==> config.mk <==
export PLATFORM = sky130hd
export DESIGN_NAME = prmc_mode_mem_flat
export DESIGN_NICKNAME = d
export VERILOG_FILES = /design/src/inc/prmc_pkg.sv /design/src/inc/prmc_mode_if.sv /design/src/rtl/prmc_mode_mem.sv /design/src/flat_wrapper.sv
export SDC_FILE = /design/constraint.sdc
export NUM_CORES = 1
export LEC_CHECK = 0
export BUFFER_PORTS_ARGS = -buffer_cell sky130_fd_sc_hd__buf_2
export CAP_MARGIN = 30
export CORE_UTILIZATION = 67
export CTS_BUF_LIST = sky130_fd_sc_hd__clkbuf_4
export DETAILED_ROUTE_END_ITERATION = 6
export GPL_TIMING_DRIVEN = 1
export HOLD_SLACK_MARGIN = 0.06
export PLACE_DENSITY_LB_ADDON = 0.3
export SYNTH_ARGS = -nofsm -noshare
export SYNTH_HDL_FRONTEND = slang
export SYNTH_SLANG_ARGS = --single-unit
==> constraint.sdc <==
create_clock -name clk -period 2.45 [get_ports clk]
set_input_delay 0.735 -clock clk [delete_from_list [all_inputs] [get_ports clk]]
set_output_delay 0.735 -clock clk [all_outputs]
set_load 0.03 [all_outputs]
==> src/inc/prmc_pkg.sv <==
// prmc_pkg: types shared by the region mode checker and its mode store
// uses no include file; prmc_map.svh serves the checker only
package prmc_pkg;
  typedef enum logic [1:0] {
    PRMC_ERASED  = 2'b00,
    PRMC_CONTROL = 2'b01,
    PRMC_OBJECT  = 2'b10
  } prmc_mode_type;
  typedef enum logic [2:0] {
    PRMC_IDLE    = 3'b000,
    PRMC_SETUP   = 3'b001,
    PRMC_LOOKUP  = 3'b010,
    PRMC_DECIDE  = 3'b011,
    PRMC_PROGRAM = 3'b100,
    PRMC_WIPE    = 3'b101
  } prmc_state_type;
endpackage

==> src/inc/prmc_mode_if.sv <==
// prmc_mode_if: port between checker and region mode store
// assumes one clock shared by both ends
`timescale 1ns/10ps
interface prmc_mode_if #(parameter int AW = 6);
  logic                   rdEn;
  logic [AW-1:0]          rdAddr;
  prmc_pkg::prmc_mode_type rdMode;
  logic                   wrEn;
  logic [AW-1:0]          wrAddr;
  prmc_pkg::prmc_mode_type wrMode;
  modport ctrl (output rdEn, rdAddr, wrEn, wrAddr, wrMode, input rdMode);
  modport store (input rdEn, rdAddr, wrEn, wrAddr, wrMode, output rdMode);
endinterface

==> src/rtl/prmc_mode_mem.sv <==
// prmc_mode_mem: one mode entry per programming region, registered read
// assumes reads and writes from the checker on the same clock
`timescale 1ns/10ps
module prmc_mode_mem
  import prmc_pkg::*;
#(
  parameter int DEPTH = 64,
  parameter int AW    = 6
) (
  input  wire logic clk,
  input  wire logic rst_b,
  prmc_mode_if.store mp
);
  prmc_mode_type modeArray [DEPTH];
  prmc_mode_type rdMode_ff;

  assign mp.rdMode = rdMode_ff;

  // array cleared by reset so every region starts erased
  always_ff @(posedge clk or negedge rst_b) begin
    if (!rst_b) begin
      for (int i = 0; i < DEPTH; i++) begin
        modeArray[i] <= PRMC_ERASED;
      end
    end else if (mp.wrEn) begin
      modeArray[mp.wrAddr] <= mp.wrMode;
    end
  end

  always_ff @(posedge clk or negedge rst_b) begin
    if (!rst_b) begin
      rdMode_ff <= PRMC_ERASED;
    end else if (mp.rdEn) begin
      rdMode_ff <= modeArray[mp.rdAddr];
    end
  end
endmodule

==> src/flat_wrapper.sv <==
// flat-port wrapper written by rule: the top's interface ports become plain ports
module prmc_mode_mem_flat import prmc_pkg::*;
#(
  parameter int DEPTH = 64,
  parameter int AW    = 6
)
  (clk, rst_b, mp_rdEn, mp_rdAddr, mp_wrEn, mp_wrAddr, mp_wrMode, mp_rdMode);
  prmc_mode_if #(.AW(AW)) mp_i ();
  input  wire logic clk;
  input  wire logic rst_b;
  input wire logic [$bits(mp_i.rdEn)-1:0] mp_rdEn;
  input wire logic [$bits(mp_i.rdAddr)-1:0] mp_rdAddr;
  input wire logic [$bits(mp_i.wrEn)-1:0] mp_wrEn;
  input wire logic [$bits(mp_i.wrAddr)-1:0] mp_wrAddr;
  input wire logic [$bits(mp_i.wrMode)-1:0] mp_wrMode;
  output wire logic [$bits(mp_i.rdMode)-1:0] mp_rdMode;
  assign mp_i.rdEn = mp_rdEn;
  assign mp_i.rdAddr = mp_rdAddr;
  assign mp_i.wrEn = mp_wrEn;
  assign mp_i.wrAddr = mp_wrAddr;
  assign mp_i.wrMode = mp_wrMode;
  assign mp_rdMode = mp_i.rdMode;
  prmc_mode_mem #(.DEPTH(DEPTH), .AW(AW)) u_core (.clk(clk), .rst_b(rst_b), .mp(mp_i));
endmodule
**Word level (Yosys, flattened, before mapping)**

Index checks and enable logic that the tools add are counted.

- Flip-flop bits (word level): 130
- Bits of input ports: 18
- Word-level logic and storage cells: 77

- Magnitude comparators: 3
- Mux-type cells: 6
- Bitwise logic cells: 2
- Reduce and logical (&&, ||, !) cells: 1

Operators with widths:

| operator | number |
|---|---|
| 128-bit bitwise mux | 1 |
| 7-bit >= comparator, second input constant | 2 |
| 6-bit inverter with 7-bit output | 2 |
| 2-bit binary-select mux with 6-bit select | 1 |
| 2-bit demux with 6-bit select | 1 |
| 7-bit by 1-bit less-than comparator with 1-bit output, second input constant | 1 |
| 2-bit 2-to-1 mux | 3 |
| 1-bit logical AND | 1 |

**Depth between registers and ports, before layout**

Gate-level depths: netlist (run 1).

- Word-level depth: 6
- Gate-level depth with buffers: 8

**Worst setup path after synthesis (run 1)**

Ideal clock, no wire load.

- Path type: input-to-reg
- Start: input port mp_rdAddr[0]
- End: register u_core.rdMode_ff[1], in the netlist u_core.mp.rdMode[1]
- Setup time: 138 ps
- Arrival: 1916 ps
- Data required time: 2312 ps
- Setup slack: 396 ps
- Cell stages on the path: 7
- Buffers on the path: 2
- Path through: buf_6 -> buf_8 -> mux4_2 -> mux2i_1 -> a221oi_1 -> a21oi_1 -> o221ai_1

- Cells in the longest elaborated chain, start to end: 4

Ends and longest elaborated chain:

| item | RTL line | source |
|---|---|---|
| start, declared | flat_wrapper.sv:12 | `input wire logic [$bits(mp_i.rdAddr)-1:0] mp_rdAddr;` |
| 6-bit inverter with 7-bit output (not written as such) | prmc_mode_mem.sv:34 | `rdMode_ff <= modeArray[mp.rdAddr];` |
| 2-bit binary-select mux with 6-bit select | prmc_mode_mem.sv:34 |  |
| 2-bit 2-to-1 mux (not written as such) (2 in series) | prmc_mode_mem.sv:34 |  |
| end signal, assigned | prmc_mode_mem.sv:34 |  |
| end, declared | prmc_mode_mem.sv:15 | `prmc_mode_type rdMode_ff;` |

Every way passes these cells. The select of a mux whose other input is x is not followed.
A chain may end at the register's enable or synchronous reset.

**Final worst setup path (run 1)**

- Start: register u_core.rdMode_ff[0], in the netlist u_core.mp.rdMode[0]
- End: output port mp_rdMode[0]

RTL lines:

| item | RTL line | source |
|---|---|---|
| end, declared | flat_wrapper.sv:16 | `output wire logic [$bits(mp_i.rdMode)-1:0] mp_rdMode;` |

No word-level cell between the ends.

==> results of run 1 <==
## worst paths after layout
kind,slack (ps),cells after the start,from,end
max,580,1,u_core.mp.rdMode[0],mp_rdMode[0]
min,90,1,rst_b,u_core.modeArray[101]
max reg2reg,670,4,u_core.modeArray[57],u_core.mp.rdMode[1]
min reg2reg,510,1,u_core.modeArray[13],u_core.modeArray[13]
max in group asynchronous,1760,2,rst_b,u_core.modeArray[106]
min in group clk,510,1,u_core.modeArray[13],u_core.modeArray[13]
## Yosys cell counts (all sizes together)
library cell	n	share of area, %
nand3b	1	0.12
dfrtp	130	51
nand2	34	2.0
nor3	5	0.39
a221oi	2	0.27
and2	1	0.098
o21ai	2	0.16
a22oi	2	0.24
a211oi	4	0.47
nand3	6	0.47
and3	1	0.098
buf	12	1.2
nor2	47	2.8
a2111oi	4	0.55
and2b	1	0.12
or2b	1	0.12
nor2b	16	1.6
o22ai	4	0.39
mux2	138	24
nand2b	7	0.69
o2111ai	2	0.27
clkbuf	17	1.0
o221ai	2	0.27
nand4	3	0.29
or3	1	0.098
mux2i	8	1.3
or2	4	0.39
mux4	24	9.2
a21oi	2	0.16
## metrics by stage
step	setup WS, ps	power (mW)	std cells	utilization (%)	hold slack, ps
final	577.6	4.838	657	76.74	90.38
after global routing	517.8	5.031	657	76.74	78.75
after CTS	546.7	4.855	657	76.74	77.68
after detailed placement	31.38	3.373	626	73.55	484.8
after global placement	85.42	3.319	626	73.55	482.4
after floorplan	396.0	3.090	481	-	439.4
## layout by cell type, fill, tap and decap left out, types with 11 or more instances in the layout
cell                         n
sky130_fd_sc_hd__buf_2      18
sky130_fd_sc_hd__mux4_2     11
sky130_fd_sc_hd__nor2_1     47
sky130_fd_sc_hd__nor2b_1    16
sky130_fd_sc_hd__buf_4      19
sky130_fd_sc_hd__dfrtp_1   130
sky130_fd_sc_hd__mux4_1     13
sky130_fd_sc_hd__mux2_2    138
sky130_fd_sc_hd__nand2_1    34
sky130_fd_sc_hd__clkbuf_4   17
## state kept, by name, summed over array words and instances, names as in the netlist
| name | flops |
|---|---|
| u_core.mp.rdMode | 2 |
| u_core.modeArray | 128 |
## metal layers
layer | GRT usage, % | wire length (um) | share of wire (%) | up-vias
li1 | - | - | - | 1843
met2 | 49.15 | 6886 | 49 | 158
met3 | 8.222 | 760 | 5.4 | 37
met1 | 42.90 | 5965 | 42 | 2154
met5 | 0 | 0 | 0 | -
met4 | 15.16 | 454 | 3.2 | 0
## kinds of logic after synthesis
| kind of cell | Yosys count | synth area share [%] |
|---|---|---|
| flip-flops | 130 | 50.95 |
| AND/OR/NAND/NOR | 128 | 9.211 |
| multiplexers | 170 | 34.82 |
| AO/OA/AOI/OAI | 24 | 2.783 |
| buffers and inverters | 29 | 2.234 |
## area by class of cell
type	count	area [sq um]
flip-flops and latches	130	3253
multi-input cells	322	2989
fillers	575	2150
repair buffers	45	392.9
clock inverters	14	166.4
well taps	129	161.4
clock buffers	17	127.6
## power by group through the flow
stage               clock network, mW  registers [mW]  logic [mW]
finish                           1.50            2.58       0.755
global route                     1.60            2.61       0.815
CTS                              1.52            2.58       0.757
detailed placement                  0            2.62       0.753
global placement                    0            2.60       0.722
floorplan                           0            2.56       0.530
==> impl_metrics.csv, run 1 <==
group,metric,value,unit
clocking,cts_tree,"yes",
pwr,switching_share,26.63,%
synthesis,syn-instance-count,481,
grt,grt_overflow,0,
setup_path,worst_setup_path_start_kind,"flop",
route,ant_nets,0,
pwr,power_per_cell_area,682.3,nW/um^2
pwr,power.switching,1.288,mW
timing,hold_viol,0,
timing,worst_clock_skew,19.90,ps
timing,report.final.setup_viol,0,
synthesis,syn_area_per_cell,13.27,sq um
clocking,cts_resized,0,
clocking,post_cts_buffers,0,
cells_and_area,post-route-cell-area,7091,sq um
clocking,ctsHoldBuffers,0,
clocking,cts_inserted_buffers,17,
pwr,static-leakage-power,3.295,nW
place,port-buffer-count,19,
setup_path,timing.critical_path.slowest_stage_cell,"sky130_fd_sc_hd__dfrtp_1",
setup_path,cp-end-kind,"output port",
synthesis,ys_types,34,
setup_path,timing.critical_path.max_delay_family,"flip-flops",
cells_and_area,insertedDiodeCount,0,
cells_and_area,area_growth_syn_to_layout,11.05,%
floorplan,die_height,99.62,um
route,dr.first_iter.drc_count,377,
pwr,comb_power_share,15.6,%
synthesis,synthesis.yosys.warnings,0,
pwr,ir_drop,609.8,uV
setup_path,type_of_the_worst_setup_path,"reg -> out",
synthesis,synth_area,6385,sq um
timing,achievable_clock_frequency,0.5341,GHz
timing,max_slew.worst_pin.slew,560.5,ps
grt,grt_pass1_vias,4387,
floorplan,ioPinCount,20,
hold_path,hp-class,"in -> async",
route,total_vias_in_the_final_route,4192,
place,detailed_place_hpwl,10.06,mm
setup_path,cp.buffers_inverters,1,
grt,grt_usage,31.88,%
synthesis,synth_nets,499,
pwr,power_report.internal_total,3.549,mW
clocking,clk_transition_reported_paths,120,ps
floorplan,die_width,99.62,um
floorplan,dieArea,9924,sq um
place,post_dp_cell_area,6797,sq um
timing,unrepaired_setup_endpoints_after_global_routing,"no",
route,post-route-drc-count,0,
grt,grt_antenna_before_repair,0,
route,wl_per_cell,21.41,um
timing,finalCriticalPeriod,1872,ps
place,gpl.final_weighted_congestion,0.9504,
clocking,h-tree-depth,4,
route,route.final.wire_length,14.07,mm
timing,worst_slew_margin_rel,62.63,%
floorplan,start_util,69.10,%
floorplan,row_count,35,
clocking,clk_latency,550,ps
setup_path,required,1710,ps
clocking,clk_root_buffer_cell,"sky130_fd_sc_hd__clkbuf_4",
synthesis,synth-seq-area-share,50.95,%
setup_path,crit_path_cell_trace,"buf_2",
clocking,cts.path.max_buffers,2,
timing,setup-tns-final,0,ps
clocking,clk_sinks,130,
route,vias_per_cell,6.381,
timing,post-route-period-util,76.43,%
setup_path,critical_path_arrival,1140,ps
job,max-cap-violations,0,
grt,grt_start_max_net_pins,39,
cells_and_area,drive_above_1_share,43.18,%
grt,first_pass_grt_wire_length,23.12,mm
timing,report.final.slew_viol_count,0,
setup_path,worst-path-max-fanout,2,
synthesis,synth_seq_cells,130,
cells_and_area,nets,534,
pwr,clock_network_power_share,31.0,%
outcome,outcome,"complete, no violations",
floorplan,fp.coreArea,9240,sq um
setup_path,critical-path-max-stage-delay,390,ps
pwr,power_frac_seq,53.4,%
route,drt_pass1_iterations,5,
(Power assumes the default switching activity.)
==> run 2: changes to the inputs <==
--- a/config.mk
+++ b/config.mk
@@ -5,9 +5,10 @@
 export SDC_FILE = /design/constraint.sdc
 export NUM_CORES = 1
 export LEC_CHECK = 0
+export ABC_AREA = 1
 export BUFFER_PORTS_ARGS = -buffer_cell sky130_fd_sc_hd__buf_2
 export CAP_MARGIN = 30
-export CORE_UTILIZATION = 67
+export CORE_UTILIZATION = 64
 export CTS_BUF_LIST = sky130_fd_sc_hd__clkbuf_4
 export DETAILED_ROUTE_END_ITERATION = 6
 export GPL_TIMING_DRIVEN = 1
==> constraint.sdc (replaced) <==
create_clock -name clk -period 1.9 [get_ports clk]
set_input_delay 0.57 -clock clk [delete_from_list [all_inputs] [get_ports clk]]
set_output_delay 0.57 -clock clk [all_outputs]
set_load 0.03 [all_outputs]
==> run 2 against run 1 <==
Compared with the run above: synthesized cell count increased by 67%; worst setup slack got worse by 370 ps; combinational power increased by 40%; largest cell class unchanged.
==> impl_metrics.csv, run 2 <==
group,metric,value,unit
place,dp_worst_setup_slack,-170.2,ps
setup_path,timing.critical_path.depth,1,
clocking,clk_transition_reported_paths,110,ps
cells_and_area,area_growth_syn_to_layout,12.93,%
floorplan,die_width,100.9,um
setup_path,required,1330,ps
cells_and_area,drive_above_1_share,12.09,%
route,drt_pass1_iterations,5,
pwr,power,6.385,mW
timing,max_slew.worst_pin.slew,427.1,ps
grt,grt_overflow,0,
timing,hold_viol,0,
synthesis,synth_area,6253,sq um
pwr,power_per_cell_area,904.2,nW/um^2
cells_and_area,most_common_cell_after_layout_fill_and_taps_aside,"sky130_fd_sc_hd__nand2_1",
synthesis,synthesis.yosys.warnings,0,
synthesis,synth_top_cell_area_share,52.02,%
timing,report.final.setup_viol,0,
cells_and_area,commonest_cells_after_routing_fill_and_taps_aside,"sky130_fd_sc_hd__nand2_1, sky130_fd_sc_hd__dfrtp_1, sky130_fd_sc_hd__nand3_1",
setup_path,worst-path-max-fanout,2,
route,dr.first_iter.drc_count,624,
cells_and_area,nets,857,
pwr,static-leakage-power,3.193,nW
timing,worst_slew_margin_rel,71.35,%
route,ant_nets,0,
cells_and_area,stdcell_count,981,
synthesis,synth_async_sr_flop_share,100.0,%
synthesis,syn-instance-count,802,
synthesis,synth.top_cells.by_count,"sky130_fd_sc_hd__nand2_1, sky130_fd_sc_hd__dfrtp_1, sky130_fd_sc_hd__nand3_1, sky130_fd_sc_hd__o21ai_0, sky130_fd_sc_hd__nor2_1",
setup_path,critical_path_arrival,1120,ps
synthesis,ys_types,19,
timing,report.final.slew_viol_count,0,
synthesis,yosys.cell_count.top_type,"sky130_fd_sc_hd__nand2_1",
cells_and_area,post-route-util,75.35,%
pwr,ir_drop,709.1,uV
clocking,h-tree-depth,4,
job,max-cap-violations,0,
place,place.detailed.instances,948,
synthesis,synth_nets,820,
floorplan,die_height,100.9,um
synthesis,syn_area_per_cell,7.797,sq um
place,gpl.final_weighted_congestion,0.8445,
setup_path,launching_instance_or_port_of_the_critical_path,"u_core.mp.rdMode[1]",
synthesis,synth.largest_area_cell,"sky130_fd_sc_hd__dfrtp_1",
floorplan,dieArea,10170,sq um
timing,unrepaired_setup_endpoints_after_global_routing,"no",
grt,first_pass_grt_wire_length,27.59,mm
clocking,cts_inserted_buffers,17,
grt,grt_start_max_net_pins,73,
timing,post-route-period-util,88.94,%
synthesis,synth.top_cells.by_area,"sky130_fd_sc_hd__dfrtp_1, sky130_fd_sc_hd__nand2_1, sky130_fd_sc_hd__nand3_1",
route,route.final.wire_length,16.67,mm
place,detailed_place_hpwl,10.60,mm
cells_and_area,n_fill_cell,711,
clocking,cts_tree,"yes",
setup_path,timing.critical_path.slowest_stage_cell,"sky130_fd_sc_hd__dfrtp_1",
route,total_vias_in_the_final_route,5837,
synthesis,synth_enable_flop_cells,0,
timing,achievable_clock_frequency,0.5918,GHz
floorplan,start_util,66.73,%
floorplan,row_count,35,
clocking,cts.path.max_buffers,2,
floorplan,fp.coreArea,9371,sq um
clocking,clk_latency,530,ps
setup_path,crit-reg2reg-capture,"u_core.mp.rdMode[0]",
cells_and_area,largest_register,"u_core.modeArray",
synthesis,flip_flop_cell_with_the_highest_count_after_synthesis,"sky130_fd_sc_hd__dfrtp_1",
setup_path,critPathCapture,"mp_rdMode[1]",
cells_and_area,insertedDiodeCount,0,
timing,setup_slack,210.2,ps
setup_path,crit_path_cell_trace,"buf_2",
grt,grt_usage,35.91,%
route,post-route-drc-count,0,
setup_path,worst_r2r_startpoint,"u_core.modeArray[116]",
synthesis,synth-seq-area-share,52.02,%
grt,grt_antenna_before_repair,0,
clocking,clk_sinks,130,
timing,setup-tns-final,0,ps
hold_path,hp-class,"in -> reg",
setup_path,worst_setup_path_start_kind,"flop",
place,port-buffer-count,19,
route,vias_per_cell,5.950,
setup_path,critical-path-max-stage-delay,420,ps
setup_path,ff2ff_path_depth,10,
clocking,clk_root_buffer_cell,"sky130_fd_sc_hd__clkbuf_4",
setup_path,cp.buffers_inverters,1,
setup_path,type_of_the_worst_setup_path,"reg -> out",
setup_path,timing.critical_path.max_delay_family,"flip-flops",
floorplan,ioPinCount,20,
setup_path,cp-end-kind,"output port",
outcome,outcome,"complete, no violations",
timing,worst_clock_skew,12.63,ps
route,wl_per_cell,16.99,um
cells_and_area,largest_register_ff_count,128,
grt,grt_pass1_vias,5722,
timing,finalCriticalPeriod,1690,ps
setup_path,rrSetupSlack,550,ps
synthesis,synth_seq_cells,130,
[run 2: changes by cell type after synthesis, sizes merged, moves of 8 or more]
cell	before	now
inv	0	19
nor2b	16	0
mux4	24	0
nor2	47	38
nand2	34	312
a21oi	2	24
nand3	6	116
o21ai	2	104
clkbuf	17	27
mux2i	8	0
nor3	5	14
mux2	138	0
[run 2: what timing repair did]
| action | CTS | global route |
|---|---|---|
| setup buffers | 0 | 0 |
| gates resized for setup | 0 | 0 |
| hold buffers | 1 | 0 |
| endpoints found under the hold margin | 63 | 0 |
[run 2: area by class of cell]
| type | count | area [sq um] | area share [%] |
|---|---|---|---|
| Tap cell | 129 | 161.4 | 2.286 |
| Inverter | 21 | 81.33 | 1.152 |
| Timing Repair Buffer | 55 | 508.0 | 7.193 |
| Sequential cell | 130 | 3253 | 46.07 |
| Clock inverter | 15 | 167.7 | 2.374 |
| Clock buffer | 17 | 127.6 | 1.807 |
| Multi-Input combinational cell | 614 | 2763 | 39.12 |
[run 2: worst min-delay path by stage]
stage               cells past startpoint            startpoint                   end  slack [ps]
finish                                  3               mp_rdEn   u_core.mp.rdMode[1]         290
global placement                        2   u_core.mp.rdMode[1]   u_core.mp.rdMode[1]         460
floorplan                               0                 rst_b   u_core.modeArray[0]         270
detailed placement                      2  u_core.modeArray[75]  u_core.modeArray[75]         470
CTS                                     3               mp_rdEn   u_core.mp.rdMode[0]         270
global route                            3               mp_rdEn   u_core.mp.rdMode[0]         270
[run 2: power breakdown]
part	internal, mW	switching, mW	total, mW
clock	0.899	1.04	1.94
combinational	0.406	0.650	1.06
sequential	3.16	0.232	3.39
[run 2: layer usage]
layer	part of all wire [%]	GRT usage, %	up-vias
met5	0	0	-
met1	41	46.36	2735
met4	4.2	19.73	0
li1	-	-	2724
met2	47	56.85	317
met3	8.5	7.836	61
[run 2: metrics by stage]
| stage | hold slack, ps | cell area, sq um |
|---|---|---|
| after floorplan | 274.4 | 6254 |
| after global placement | 458.2 | 6756 |
| after detailed placement | 474.0 | 6756 |
| after CTS | 272.3 | 7062 |
| after global routing | 273.3 | 7062 |
| final | 290.2 | 7062 |
[run 2: logic make-up (layout without fill, tap and decap cells)]
| kind of cell | count (synthesis) | in the layout | share of synthesized area, % |
|---|---|---|---|
| AO/OA/AOI/OAI | 128 | 128 | 10.24 |
| buffers and inverters | 58 | 108 | 3.802 |
| flip-flops | 130 | 130 | 52.02 |
| AND/OR/NAND/NOR | 486 | 486 | 33.93 |
